## src/pkg/rddw_pkg.sv

```systemverilog
// constants, register layout and types for the reset delay and watchdog block
package rddw_pkg;
  // register byte offsets (chosen; none printed)
  localparam logic [7:0] OFF_TIMER_OPTION = 8'h00;
  localparam logic [7:0] OFF_EXTRA_OPTION = 8'h04;
  localparam logic [7:0] OFF_STATUS = 8'h08;
  localparam logic [7:0] OFF_CONTROL = 8'h0c;
  // timer option fields
  localparam int PRESCALER_RATE_LSB = 0;
  localparam int PRESCALER_ASSIGN_BIT = 3;
  localparam logic [7:0] TIMER_OPTION_RESET = 8'h3f;
  localparam logic [7:0] TIMER_OPTION_MASK = 8'h3f;
  // extra option fields
  localparam int DROOP_DETECT_ENABLE_BIT = 0;
  localparam int DROOP_LEVEL_SELECT_BIT = 1;
  localparam int SLEEP_REGULATOR_LEVEL_BIT = 2;
  localparam int RUN_REGULATOR_LEVEL_BIT = 3;
  localparam int WATCHDOG_SOFT_ENABLE_BIT = 4;
  localparam int PIN_CHANGE_WAKE_ENABLE_BIT = 5;
  // power-on value with droop detector forced off
  localparam logic [7:0] EXTRA_OPTION_RESET = 8'h3e;
  localparam logic [7:0] EXTRA_OPTION_MASK = 8'h3f;
  // status fields
  localparam int POWERDOWN_FLAG_BIT = 3;
  localparam int TIMEOUT_FLAG_BIT = 4;
  localparam int PIN_CHANGE_WAKE_FLAG_BIT = 7;
  localparam int IN_RESET_BIT = 0;
  localparam int ASLEEP_BIT = 1;
  // control register write bits (self clearing commands)
  localparam int CMD_CLEAR_WATCHDOG_BIT = 0;
  localparam int CMD_SLEEP_BIT = 1;
  // timing
  localparam int CLK_HZ = 125_000_000;
  localparam int DELAY_LONG_MS = 18;
  localparam int DELAY_SHORT_MS = 1;
  localparam int WATCHDOG_PERIOD_MS = 18;
  localparam int DELAY_LONG_CYC = (CLK_HZ / 1000) * DELAY_LONG_MS;
  localparam int DELAY_SHORT_CYC = (CLK_HZ / 1000) * DELAY_SHORT_MS;
  localparam int WATCHDOG_PERIOD_CYC = (CLK_HZ / 1000) * WATCHDOG_PERIOD_MS;
  localparam int DROOP_MIN_DURATION_NS = 1000;
  localparam int DROOP_MIN_CYC = (DROOP_MIN_DURATION_NS + 7) / 8;
  localparam int RC_TICK_DIV = 16;

  typedef enum logic [1:0] {
    RDDW_POR_WAIT,
    RDDW_SUPPLY_WAIT,
    RDDW_DELAY,
    RDDW_RUN
  } rddw_state_e;

  typedef struct packed {
    logic clear_watchdog_instr;
    logic sleep_instr;
  } rddw_cmd_s;
endpackage : rddw_pkg

```

## src/rtl/rddw_top.sv

```systemverilog
// reset delay timer, supply droop reset and watchdog with apb registers
`timescale 1ns/1ps
`default_nettype none

// Functional notes
// hold core in reset while delay runs
// delay timer counts on own rc tick
// power-up delay starts once clear pin high
// watchdog, clear, wake, droop restart delay
// rc mode later delays short, else long
// enabled droop past minimum duration resets
// stay reset until supply good, then delay
// droop during delay reinitialises delay
// droop enable bit0, off after power-on
// watchdog on own tick, runs in sleep
// watchdog timeout resets, clears timeout flag
// fuse forces watchdog on, else soft bit
// 18 ms base, prescaler up to 1:128
// clear-watchdog clears counter and prescaler
// sleep clears counter and prescaler
// run and sleep regulator level selects
// status exposes timeout, powerdown, wake flags
// sleep sets flags and stops oscillator
// pin change in sleep clears flag, resets
// any wake-up clears watchdog counter
// rate bits pick power-of-two division
module rddw_top #(
  parameter int DELAY_LONG = rddw_pkg::DELAY_LONG_CYC,
  parameter int DELAY_SHORT = rddw_pkg::DELAY_SHORT_CYC,
  parameter int WATCHDOG_PERIOD = rddw_pkg::WATCHDOG_PERIOD_CYC,
  parameter int DROOP_MIN = rddw_pkg::DROOP_MIN_CYC,
  parameter int RC_DIV = rddw_pkg::RC_TICK_DIV,
  parameter int WAKE_PINS = 5
) (
  input wire logic clk_sys,
  input wire logic sys_rst,
  input wire logic [7:0] paddr,
  input wire logic psel,
  input wire logic penable,
  input wire logic pwrite,
  input wire logic [31:0] pwdata,
  output logic [31:0] prdata,
  output logic pready,
  output logic pslverr,
  input wire logic master_clear_n,
  input wire logic supply_below_threshold,
  input wire logic external_rc_osc_mode,
  input wire logic watchdog_fuse_enable,
  input wire logic [WAKE_PINS-1:0] wake_pins,
  output logic core_reset,
  output logic main_osc_enable,
  output logic run_regulator_level,
  output logic sleep_regulator_level,
  output logic droop_level_select,
  output logic [7:0] status_bits
);
  localparam int CW = 32;

  rddw_pkg::rddw_state_e state_q;
  logic [7:0] timer_option_q;
  logic [7:0] extra_option_q;
  logic timeout_flag_n_q;
  logic powerdown_flag_n_q;
  logic pin_change_wake_flag_q;
  logic asleep_q;
  logic first_done_q;
  logic [CW-1:0] delay_cnt_q;
  logic [CW-1:0] droop_cnt_q;
  logic [CW-1:0] rc_div_q;
  logic rc_tick;
  logic [CW-1:0] wd_cnt_q;
  logic [6:0] wd_pre_q;
  logic [WAKE_PINS-1:0] wake_ref_q;
  logic watchdog_on;
  logic wd_tick;
  logic wd_timeout;
  logic droop_reset;
  logic pin_wake;
  logic master_clear_n_event;
  logic master_clear_n_n_prev_q;
  logic reset_event;
  logic apb_write;
  logic apb_read;
  rddw_pkg::rddw_cmd_s cmd;

  function automatic logic [6:0] pre_mask(input logic [2:0] rate);
    pre_mask = 7'(({7'h00, 1'b1} << rate) - 8'h01);
  endfunction : pre_mask

  assign apb_write = psel && penable && pwrite;
  assign apb_read = psel && !penable && !pwrite;
  assign cmd.clear_watchdog_instr = apb_write && (paddr == rddw_pkg::OFF_CONTROL)
                                    && pwdata[rddw_pkg::CMD_CLEAR_WATCHDOG_BIT];
  assign cmd.sleep_instr = apb_write && (paddr == rddw_pkg::OFF_CONTROL)
                           && pwdata[rddw_pkg::CMD_SLEEP_BIT];

  // rc tick stands in for the on-chip rc oscillators of delay and watchdog
  always_ff @(posedge clk_sys) begin
    if (sys_rst || rc_tick) begin
      rc_div_q <= '0;
    end else begin
      rc_div_q <= rc_div_q + 32'h1;
    end
  end
  assign rc_tick = (rc_div_q == CW'(RC_DIV - 1));

  assign watchdog_on = watchdog_fuse_enable
                       || extra_option_q[rddw_pkg::WATCHDOG_SOFT_ENABLE_BIT];

  // droop must persist past the minimum duration before it counts
  always_ff @(posedge clk_sys) begin
    if (sys_rst || !supply_below_threshold
        || !extra_option_q[rddw_pkg::DROOP_DETECT_ENABLE_BIT]) begin
      droop_cnt_q <= '0;
    end else if (droop_cnt_q < CW'(DROOP_MIN)) begin
      droop_cnt_q <= droop_cnt_q + 32'h1;
    end
  end
  assign droop_reset = (droop_cnt_q >= CW'(DROOP_MIN));

  always_ff @(posedge clk_sys) begin
    if (sys_rst) begin
      master_clear_n_n_prev_q <= 1'b0;
    end else begin
      master_clear_n_n_prev_q <= master_clear_n;
    end
  end
  assign master_clear_n_event = master_clear_n_n_prev_q && !master_clear_n;
  assign pin_wake = asleep_q && extra_option_q[rddw_pkg::PIN_CHANGE_WAKE_ENABLE_BIT]
                    && (wake_pins != wake_ref_q);

  always_ff @(posedge clk_sys) begin
    if (sys_rst || !asleep_q) begin
      wake_ref_q <= wake_pins;
    end
  end

  // watchdog with optional prescaler on its own tick
  assign wd_tick = rc_tick && watchdog_on && (
                   !timer_option_q[rddw_pkg::PRESCALER_ASSIGN_BIT]
                   || ((wd_pre_q & pre_mask(timer_option_q[2:0]))
                       == pre_mask(timer_option_q[2:0])));
  assign wd_timeout = wd_tick && (wd_cnt_q >= CW'(WATCHDOG_PERIOD / RC_DIV - 1));
  assign reset_event = wd_timeout || master_clear_n_event || pin_wake || droop_reset;

  always_ff @(posedge clk_sys) begin
    if (sys_rst || cmd.clear_watchdog_instr || cmd.sleep_instr
        || (asleep_q && reset_event) || wd_timeout) begin
      wd_cnt_q <= '0;
      wd_pre_q <= '0;
    end else if (rc_tick && watchdog_on) begin
      wd_pre_q <= wd_pre_q + 7'h01;
      if (wd_tick) begin
        wd_cnt_q <= wd_cnt_q + 32'h1;
      end
    end
  end

  // reset sequencing
  always_ff @(posedge clk_sys) begin
    if (sys_rst) begin
      state_q <= rddw_pkg::RDDW_POR_WAIT;
      delay_cnt_q <= '0;
      first_done_q <= 1'b0;
    end else begin
      case (state_q)
        rddw_pkg::RDDW_POR_WAIT: begin
          delay_cnt_q <= CW'(DELAY_LONG / RC_DIV);
          if (master_clear_n) begin
            state_q <= rddw_pkg::RDDW_DELAY;
          end
        end
        rddw_pkg::RDDW_SUPPLY_WAIT: begin
          delay_cnt_q <= (external_rc_osc_mode && first_done_q)
                         ? CW'(DELAY_SHORT / RC_DIV) : CW'(DELAY_LONG / RC_DIV);
          if (!supply_below_threshold && master_clear_n) begin
            state_q <= rddw_pkg::RDDW_DELAY;
          end
        end
        rddw_pkg::RDDW_DELAY: begin
          if (droop_reset || supply_below_threshold && first_done_q || !master_clear_n) begin
            state_q <= rddw_pkg::RDDW_SUPPLY_WAIT;
          end else if (rc_tick) begin
            if (delay_cnt_q <= 32'h1) begin
              state_q <= rddw_pkg::RDDW_RUN;
              first_done_q <= 1'b1;
            end else begin
              delay_cnt_q <= delay_cnt_q - 32'h1;
            end
          end
        end
        rddw_pkg::RDDW_RUN: begin
          if (reset_event) begin
            state_q <= rddw_pkg::RDDW_SUPPLY_WAIT;
          end
        end
        default: begin
          state_q <= rddw_pkg::RDDW_POR_WAIT;
        end
      endcase
    end
  end

  always_ff @(posedge clk_sys) begin
    if (sys_rst) begin
      core_reset <= 1'b1;
    end else begin
      core_reset <= (state_q != rddw_pkg::RDDW_RUN) || reset_event;
    end
  end

  // sleep state and oscillator driver
  always_ff @(posedge clk_sys) begin
    if (sys_rst || reset_event) begin
      asleep_q <= 1'b0;
    end else if (cmd.sleep_instr && state_q == rddw_pkg::RDDW_RUN) begin
      asleep_q <= 1'b1;
    end
  end

  always_ff @(posedge clk_sys) begin
    if (sys_rst) begin
      main_osc_enable <= 1'b1;
    end else begin
      main_osc_enable <= !(asleep_q || cmd.sleep_instr) || reset_event;
    end
  end

  // status flags; hardware events outrank software commands
  always_ff @(posedge clk_sys) begin
    if (sys_rst) begin
      timeout_flag_n_q <= 1'b1;
      powerdown_flag_n_q <= 1'b1;
      pin_change_wake_flag_q <= 1'b1;
    end else begin
      if (wd_timeout) begin
        timeout_flag_n_q <= 1'b0;
      end else if (cmd.sleep_instr || cmd.clear_watchdog_instr) begin
        timeout_flag_n_q <= 1'b1;
      end
      if (cmd.sleep_instr) begin
        powerdown_flag_n_q <= 1'b0;
      end else if (cmd.clear_watchdog_instr) begin
        powerdown_flag_n_q <= 1'b1;
      end
      if (pin_wake) begin
        pin_change_wake_flag_q <= 1'b0;
      end else if (cmd.sleep_instr) begin
        pin_change_wake_flag_q <= 1'b1;
      end
    end
  end

  always_ff @(posedge clk_sys) begin
    if (sys_rst) begin
      status_bits <= 8'h98;
    end else begin
      status_bits <= {pin_change_wake_flag_q, 2'b00, timeout_flag_n_q,
                      powerdown_flag_n_q, 1'b0, asleep_q,
                      state_q != rddw_pkg::RDDW_RUN};
    end
  end

  // option registers; droop detector off from power-on until bit0 is written
  always_ff @(posedge clk_sys) begin
    if (sys_rst) begin
      timer_option_q <= rddw_pkg::TIMER_OPTION_RESET;
      extra_option_q <= rddw_pkg::EXTRA_OPTION_RESET;
    end else if (apb_write && paddr == rddw_pkg::OFF_TIMER_OPTION) begin
      timer_option_q <= pwdata[7:0] & rddw_pkg::TIMER_OPTION_MASK;
    end else if (apb_write && paddr == rddw_pkg::OFF_EXTRA_OPTION) begin
      extra_option_q <= pwdata[7:0] & rddw_pkg::EXTRA_OPTION_MASK;
    end
  end

  always_ff @(posedge clk_sys) begin
    if (sys_rst) begin
      run_regulator_level <= rddw_pkg::EXTRA_OPTION_RESET[rddw_pkg::RUN_REGULATOR_LEVEL_BIT];
      sleep_regulator_level <= rddw_pkg::EXTRA_OPTION_RESET[rddw_pkg::SLEEP_REGULATOR_LEVEL_BIT];
      droop_level_select <= rddw_pkg::EXTRA_OPTION_RESET[rddw_pkg::DROOP_LEVEL_SELECT_BIT];
    end else begin
      run_regulator_level <= extra_option_q[rddw_pkg::RUN_REGULATOR_LEVEL_BIT];
      sleep_regulator_level <= extra_option_q[rddw_pkg::SLEEP_REGULATOR_LEVEL_BIT];
      droop_level_select <= extra_option_q[rddw_pkg::DROOP_LEVEL_SELECT_BIT];
    end
  end

  // apb: read data captured in setup, answer in the first access cycle
  always_ff @(posedge clk_sys) begin
    if (sys_rst) begin
      prdata <= '0;
      pslverr <= 1'b0;
      pready <= 1'b0;
    end else begin
      pready <= psel && !penable;
      pslverr <= 1'b0;
      if (psel && !penable) begin
        if (paddr == rddw_pkg::OFF_TIMER_OPTION) begin
          prdata <= {24'h000000, timer_option_q};
        end else if (paddr == rddw_pkg::OFF_EXTRA_OPTION) begin
          prdata <= {24'h000000, extra_option_q};
        end else if (paddr == rddw_pkg::OFF_STATUS) begin
          prdata <= {24'h000000, pin_change_wake_flag_q, 2'b00, timeout_flag_n_q,
                     powerdown_flag_n_q, 1'b0, asleep_q, state_q != rddw_pkg::RDDW_RUN};
        end else if (paddr == rddw_pkg::OFF_CONTROL) begin
          prdata <= '0;
        end else begin
          prdata <= '0;
          pslverr <= 1'b1;
        end
      end
    end
  end
endmodule : rddw_top
`default_nettype wire

```

## config.mk

```make
export PLATFORM = sky130hd
export DESIGN_NAME = rddw_top
export DESIGN_NICKNAME = d
export VERILOG_FILES = /design/src/pkg/rddw_pkg.sv /design/src/rtl/rddw_top.sv
export SDC_FILE = /design/constraint.sdc
export NUM_CORES = 1
export LEC_CHECK = 0
export ABC_AREA = 1
export BUFFER_PORTS_ARGS = -buffer_cell sky130_fd_sc_hd__buf_2
export CORE_ASPECT_RATIO = 2
export CORE_MARGIN = 2
export CORE_UTILIZATION = 55
export DETAILED_ROUTE_END_ITERATION = 6
export PLACE_DENSITY = 0.8
export SLEW_MARGIN = 0
export SYNTH_ARGS = -nofsm -noshare
export SYNTH_HDL_FRONTEND = slang
export SYNTH_SLANG_ARGS = --single-unit
```

## constraint.sdc

```tcl
create_clock -name clk_sys -period 3.9 [get_ports clk_sys]
set_clock_uncertainty 0.15 [all_clocks]
set_input_delay 0 -clock clk_sys [delete_from_list [all_inputs] [get_ports clk_sys]]
set_output_delay 0 -clock clk_sys [all_outputs]
set_load 0.01 [all_outputs]
```

==> out/qor.yml <==
run_status:
  outcome: "finished, violations left"
  violations: "DRC"
critical_path:
  slowest_stage: "nand2_2"
  path_class: "flip-flop to flip-flop"
  max_stage_delay_ns: 0.65
  critical_path.startpoint: "droop_cnt_q[0]"
  rrSetupSlack_ns: 0.75
  end_kind: "flip-flop"
  r2r-start: "droop_cnt_q[0]"
  path_max_fanout: 40
  crit_required_ns: 4.08
  crit_chain: "inv_1, ha_1, nor2_1, nand2_1, nand3_1, nor2_4, nand2_1, nor3_1, nand2_2, nand2_2, nand2_2, nor2_1, nor2_1"
  r2r_cells: 13
  cp.arrival_ns: 3.34
  crit_end: "delay_cnt_q[13]"
  startpoint_type: "flip-flop"
  timing.rr.end: "delay_cnt_q[13]"
cells_and_area:
  fill_cells: 1594
  syn2layout_area_growth_pct: 11.9
  num-nets-final: 1540
  layout_commonest_cell: "nand2_1"
  layout-drive-gt1-share_pct: 9.15
  final_cell_mix: "315 x nand2_1, 229 x nor2_1, 174 x dfxtp_1, 167 x inv_1, 92 x nand3_1"
  fin_cells: 1696
  n_antenna_cell: 0
sta:
  setup_viol: 0
  period_share_pct: 80.9
  layout_min_cycle_time_ns: 3.15
  fmax_mhz: 317
  whs_ns: 0.0861
  setup_slack_ns: 0.745
  drv_slew: 0
  worst_pin_slew_ns: 0.878
  setup_tns_ns: 0
  rsz0062_at_grt: "no"
  max-slew-margin-rel_pct: 41.3
  hold_violations: 0
synth:
  yosysSeqAreaShare_pct: 37.8
  synth_cell_types: 47
  synthCells: 1409
  netlist_area_um2: 9600
  async_reset_ff_share_pct: 0
  syn_area_per_cell_um2: 6.82
  synth_seq_cells: 179
  synth-edff-count: 5
  synth_ff_type: "dfxtp_1"
  yosys_warnings: 0
hold_path:
  worstHoldStart: "paddr[1]"
  hp-class: "input pin to flip-flop"
placed_design:
  gp_congestion: 0.951
  hpwlAfterDp_mm: 17.1
  portBuffers: 46
  place_ws_ns: 0.784
  placed_cells: 1633
global_routing:
  grt_pass1_vias: 8724
  grtUsageTotal_pct: 25.6
  grt_pass1_wl_mm: 38.8
  grt_start_max_net_pins: 41
  grt-ovfl-total: 0
  antenna_found_initial: 0
drt:
  vias: 9101
  drt_iter0_drc: 485
  drt_pre_antenna_iters: 7
  route.detailed.drc: 1
  wl_per_cell_um: 13.9
  ant_nets: 0
  via_per_inst: 5.37
  totalWireLength_mm: 23.6
floorplanning:
  start_util_pct: 55.9
  io_pins: 101
  fp-row-count: 68
  core_area_um2: 17200
  die_area_um2: 18600
  dieHeight_um: 191
  dieWidth_um: 97.4
power_and_ir_drop:
  powerDensity_nw_per_um2: 466
  irDropWorstVdd_mv: 0.383
  leakage_nw: 4.65
  p_total_mw: 5.00
cts:
  clockRootBuffer: "clkbuf_16"
  cts_sinks: 179
  cts_buffers: 17
  clk-insertion-delay-late_ns: 0.45
  cts_tree: "yes"
  clockBufferDepth: 2
  cts.htree.levels: 4
  path_clk_slew_ns: 0.07
flow_run:
  cap_violations: 0
-- Yosys cell counts, types with 3 or more instances --
cell / instances / area, um^2
nand2_1: 315 / 1180
nor2_1: 229 / 860
dfxtp_1: 174 / 3480
inv_1: 167 / 627
nand3_1: 92 / 460
a21oi_1: 82 / 410
xor2_1: 47 / 412
o21ai_0: 39 / 195
nor3_1: 34 / 170
buf_4: 33 / 248
nand4_1: 31 / 194
clkbuf_1: 20 / 75.1
ha_1: 13 / 163
a21oi_2: 10 / 87.6
xnor2_1: 9 / 78.8
nand2_2: 8 / 50.1
nor2_2: 8 / 50.1
o211ai_1: 8 / 60.1
or2_2: 8 / 50.1
nand3b_1: 7 / 52.6
nor4_1: 7 / 43.8
nor3b_1: 6 / 45.0
a31oi_1: 5 / 31.3
edfxtp_1: 5 / 150
inv_2: 5 / 18.8
nor2_4: 5 / 56.3
buf_2: 4 / 20.0
buf_6: 4 / 45.0
o21a_1: 4 / 30.0
and2_1: 3 / 18.8
buf_1: 3 / 11.3
o21bai_1: 3 / 22.5
-- critical path: cells and delay by family, from the launching register on --
kind / cells / cell delay (ns)
fa+ha+maj: 1 / 0.16
buf+inv: 1 / 0.11
flops: 1 / 0.34
simple gates: 11 / 2.27
-- flip-flops by register name (all words and copies together), names as in the netlist, 2 cells and up --
name            flops
delay_cnt_q        32
droop_cnt_q        32
extra_option_q      6
prdata              7
rc_div_q           32
state_q             2
status_bits         5
timer_option_q      6
wake_ref_q          5
wd_cnt_q           32
wd_pre_q            7
-- layer usage --
metal  routed length (um)  global-route usage, %  vias up
li1                     -                      -     4560
met1                 8550                   24.4     4207
met2                13100                   49.6      249
met3                  832                   4.25       85
met4                 1130                   15.7        0
met5                    0                      0        -
-- how the worst min path moves through the flow --
| stage | to | slack, ns | cells after the start |
|---|---|---|---|
| after floorplan | wake_ref_q[0] | -0.05 | 0 |
| after global placement | wake_ref_q[1] | 0.06 | 1 |
| after detailed placement | wake_ref_q[1] | 0.06 | 1 |
| after CTS | prdata[0] | 0.06 | 7 |
| after global routing | prdata[0] | 0.1 | 7 |
| final | extra_option_q[5] | 0.09 | 6 |
-- timing repair --
item                                    in CTS  in global routing
buffers inserted                             0                  0
endpoints found under the setup margin       0                  0
hold buffers                                31                  0
endpoints found under the hold margin       66                  0
gates resized for setup                      0                  0
-- stage by stage --
stage,util (%),instance area [um^2]
5_1_grt,62.5,10700
6_report,62.5,10700
2_1_floorplan,-,9710
3_3_place_gp,57.2,9830
4_1_cts,62.5,10700
3_5_place_dp,57.2,9830
-- power breakdown --
part | internal, mW | switching, mW
registers | 1.92 | 0.0899
logic | 0.384 | 0.872
clock network | 0.868 | 0.871
total | 3.17 | 1.83
-- area by class of cell --
| class | instances | area [um^2] | area share [%] |
|---|---|---|---|
| multi-input cells | 1019 | 5010 | 46.6 |
| flip-flops and latches | 179 | 3630 | 33.8 |
| inverters | 173 | 649 | 6.04 |
| repair buffers | 83 | 586 | 5.45 |
| clock buffers | 17 | 425 | 3.96 |
| well taps | 210 | 263 | 2.45 |
| clock inverters | 15 | 180 | 1.68 |
-- cells by family after synthesis --
logic type                 count (synthesis)  synth area share [%]
AOI/OAI and AO/OA                        161                  9.47
and+or+nand+nor                          761                  34.8
xor gates and xnor gates                  56                  5.11
other                                      1                0.0390
DFF                                      179                  37.8
adders and majority gates                 13                  1.69
buffers and inverters                    238                  11.1
No activity file was read; power rests on OpenSTA's default activity.
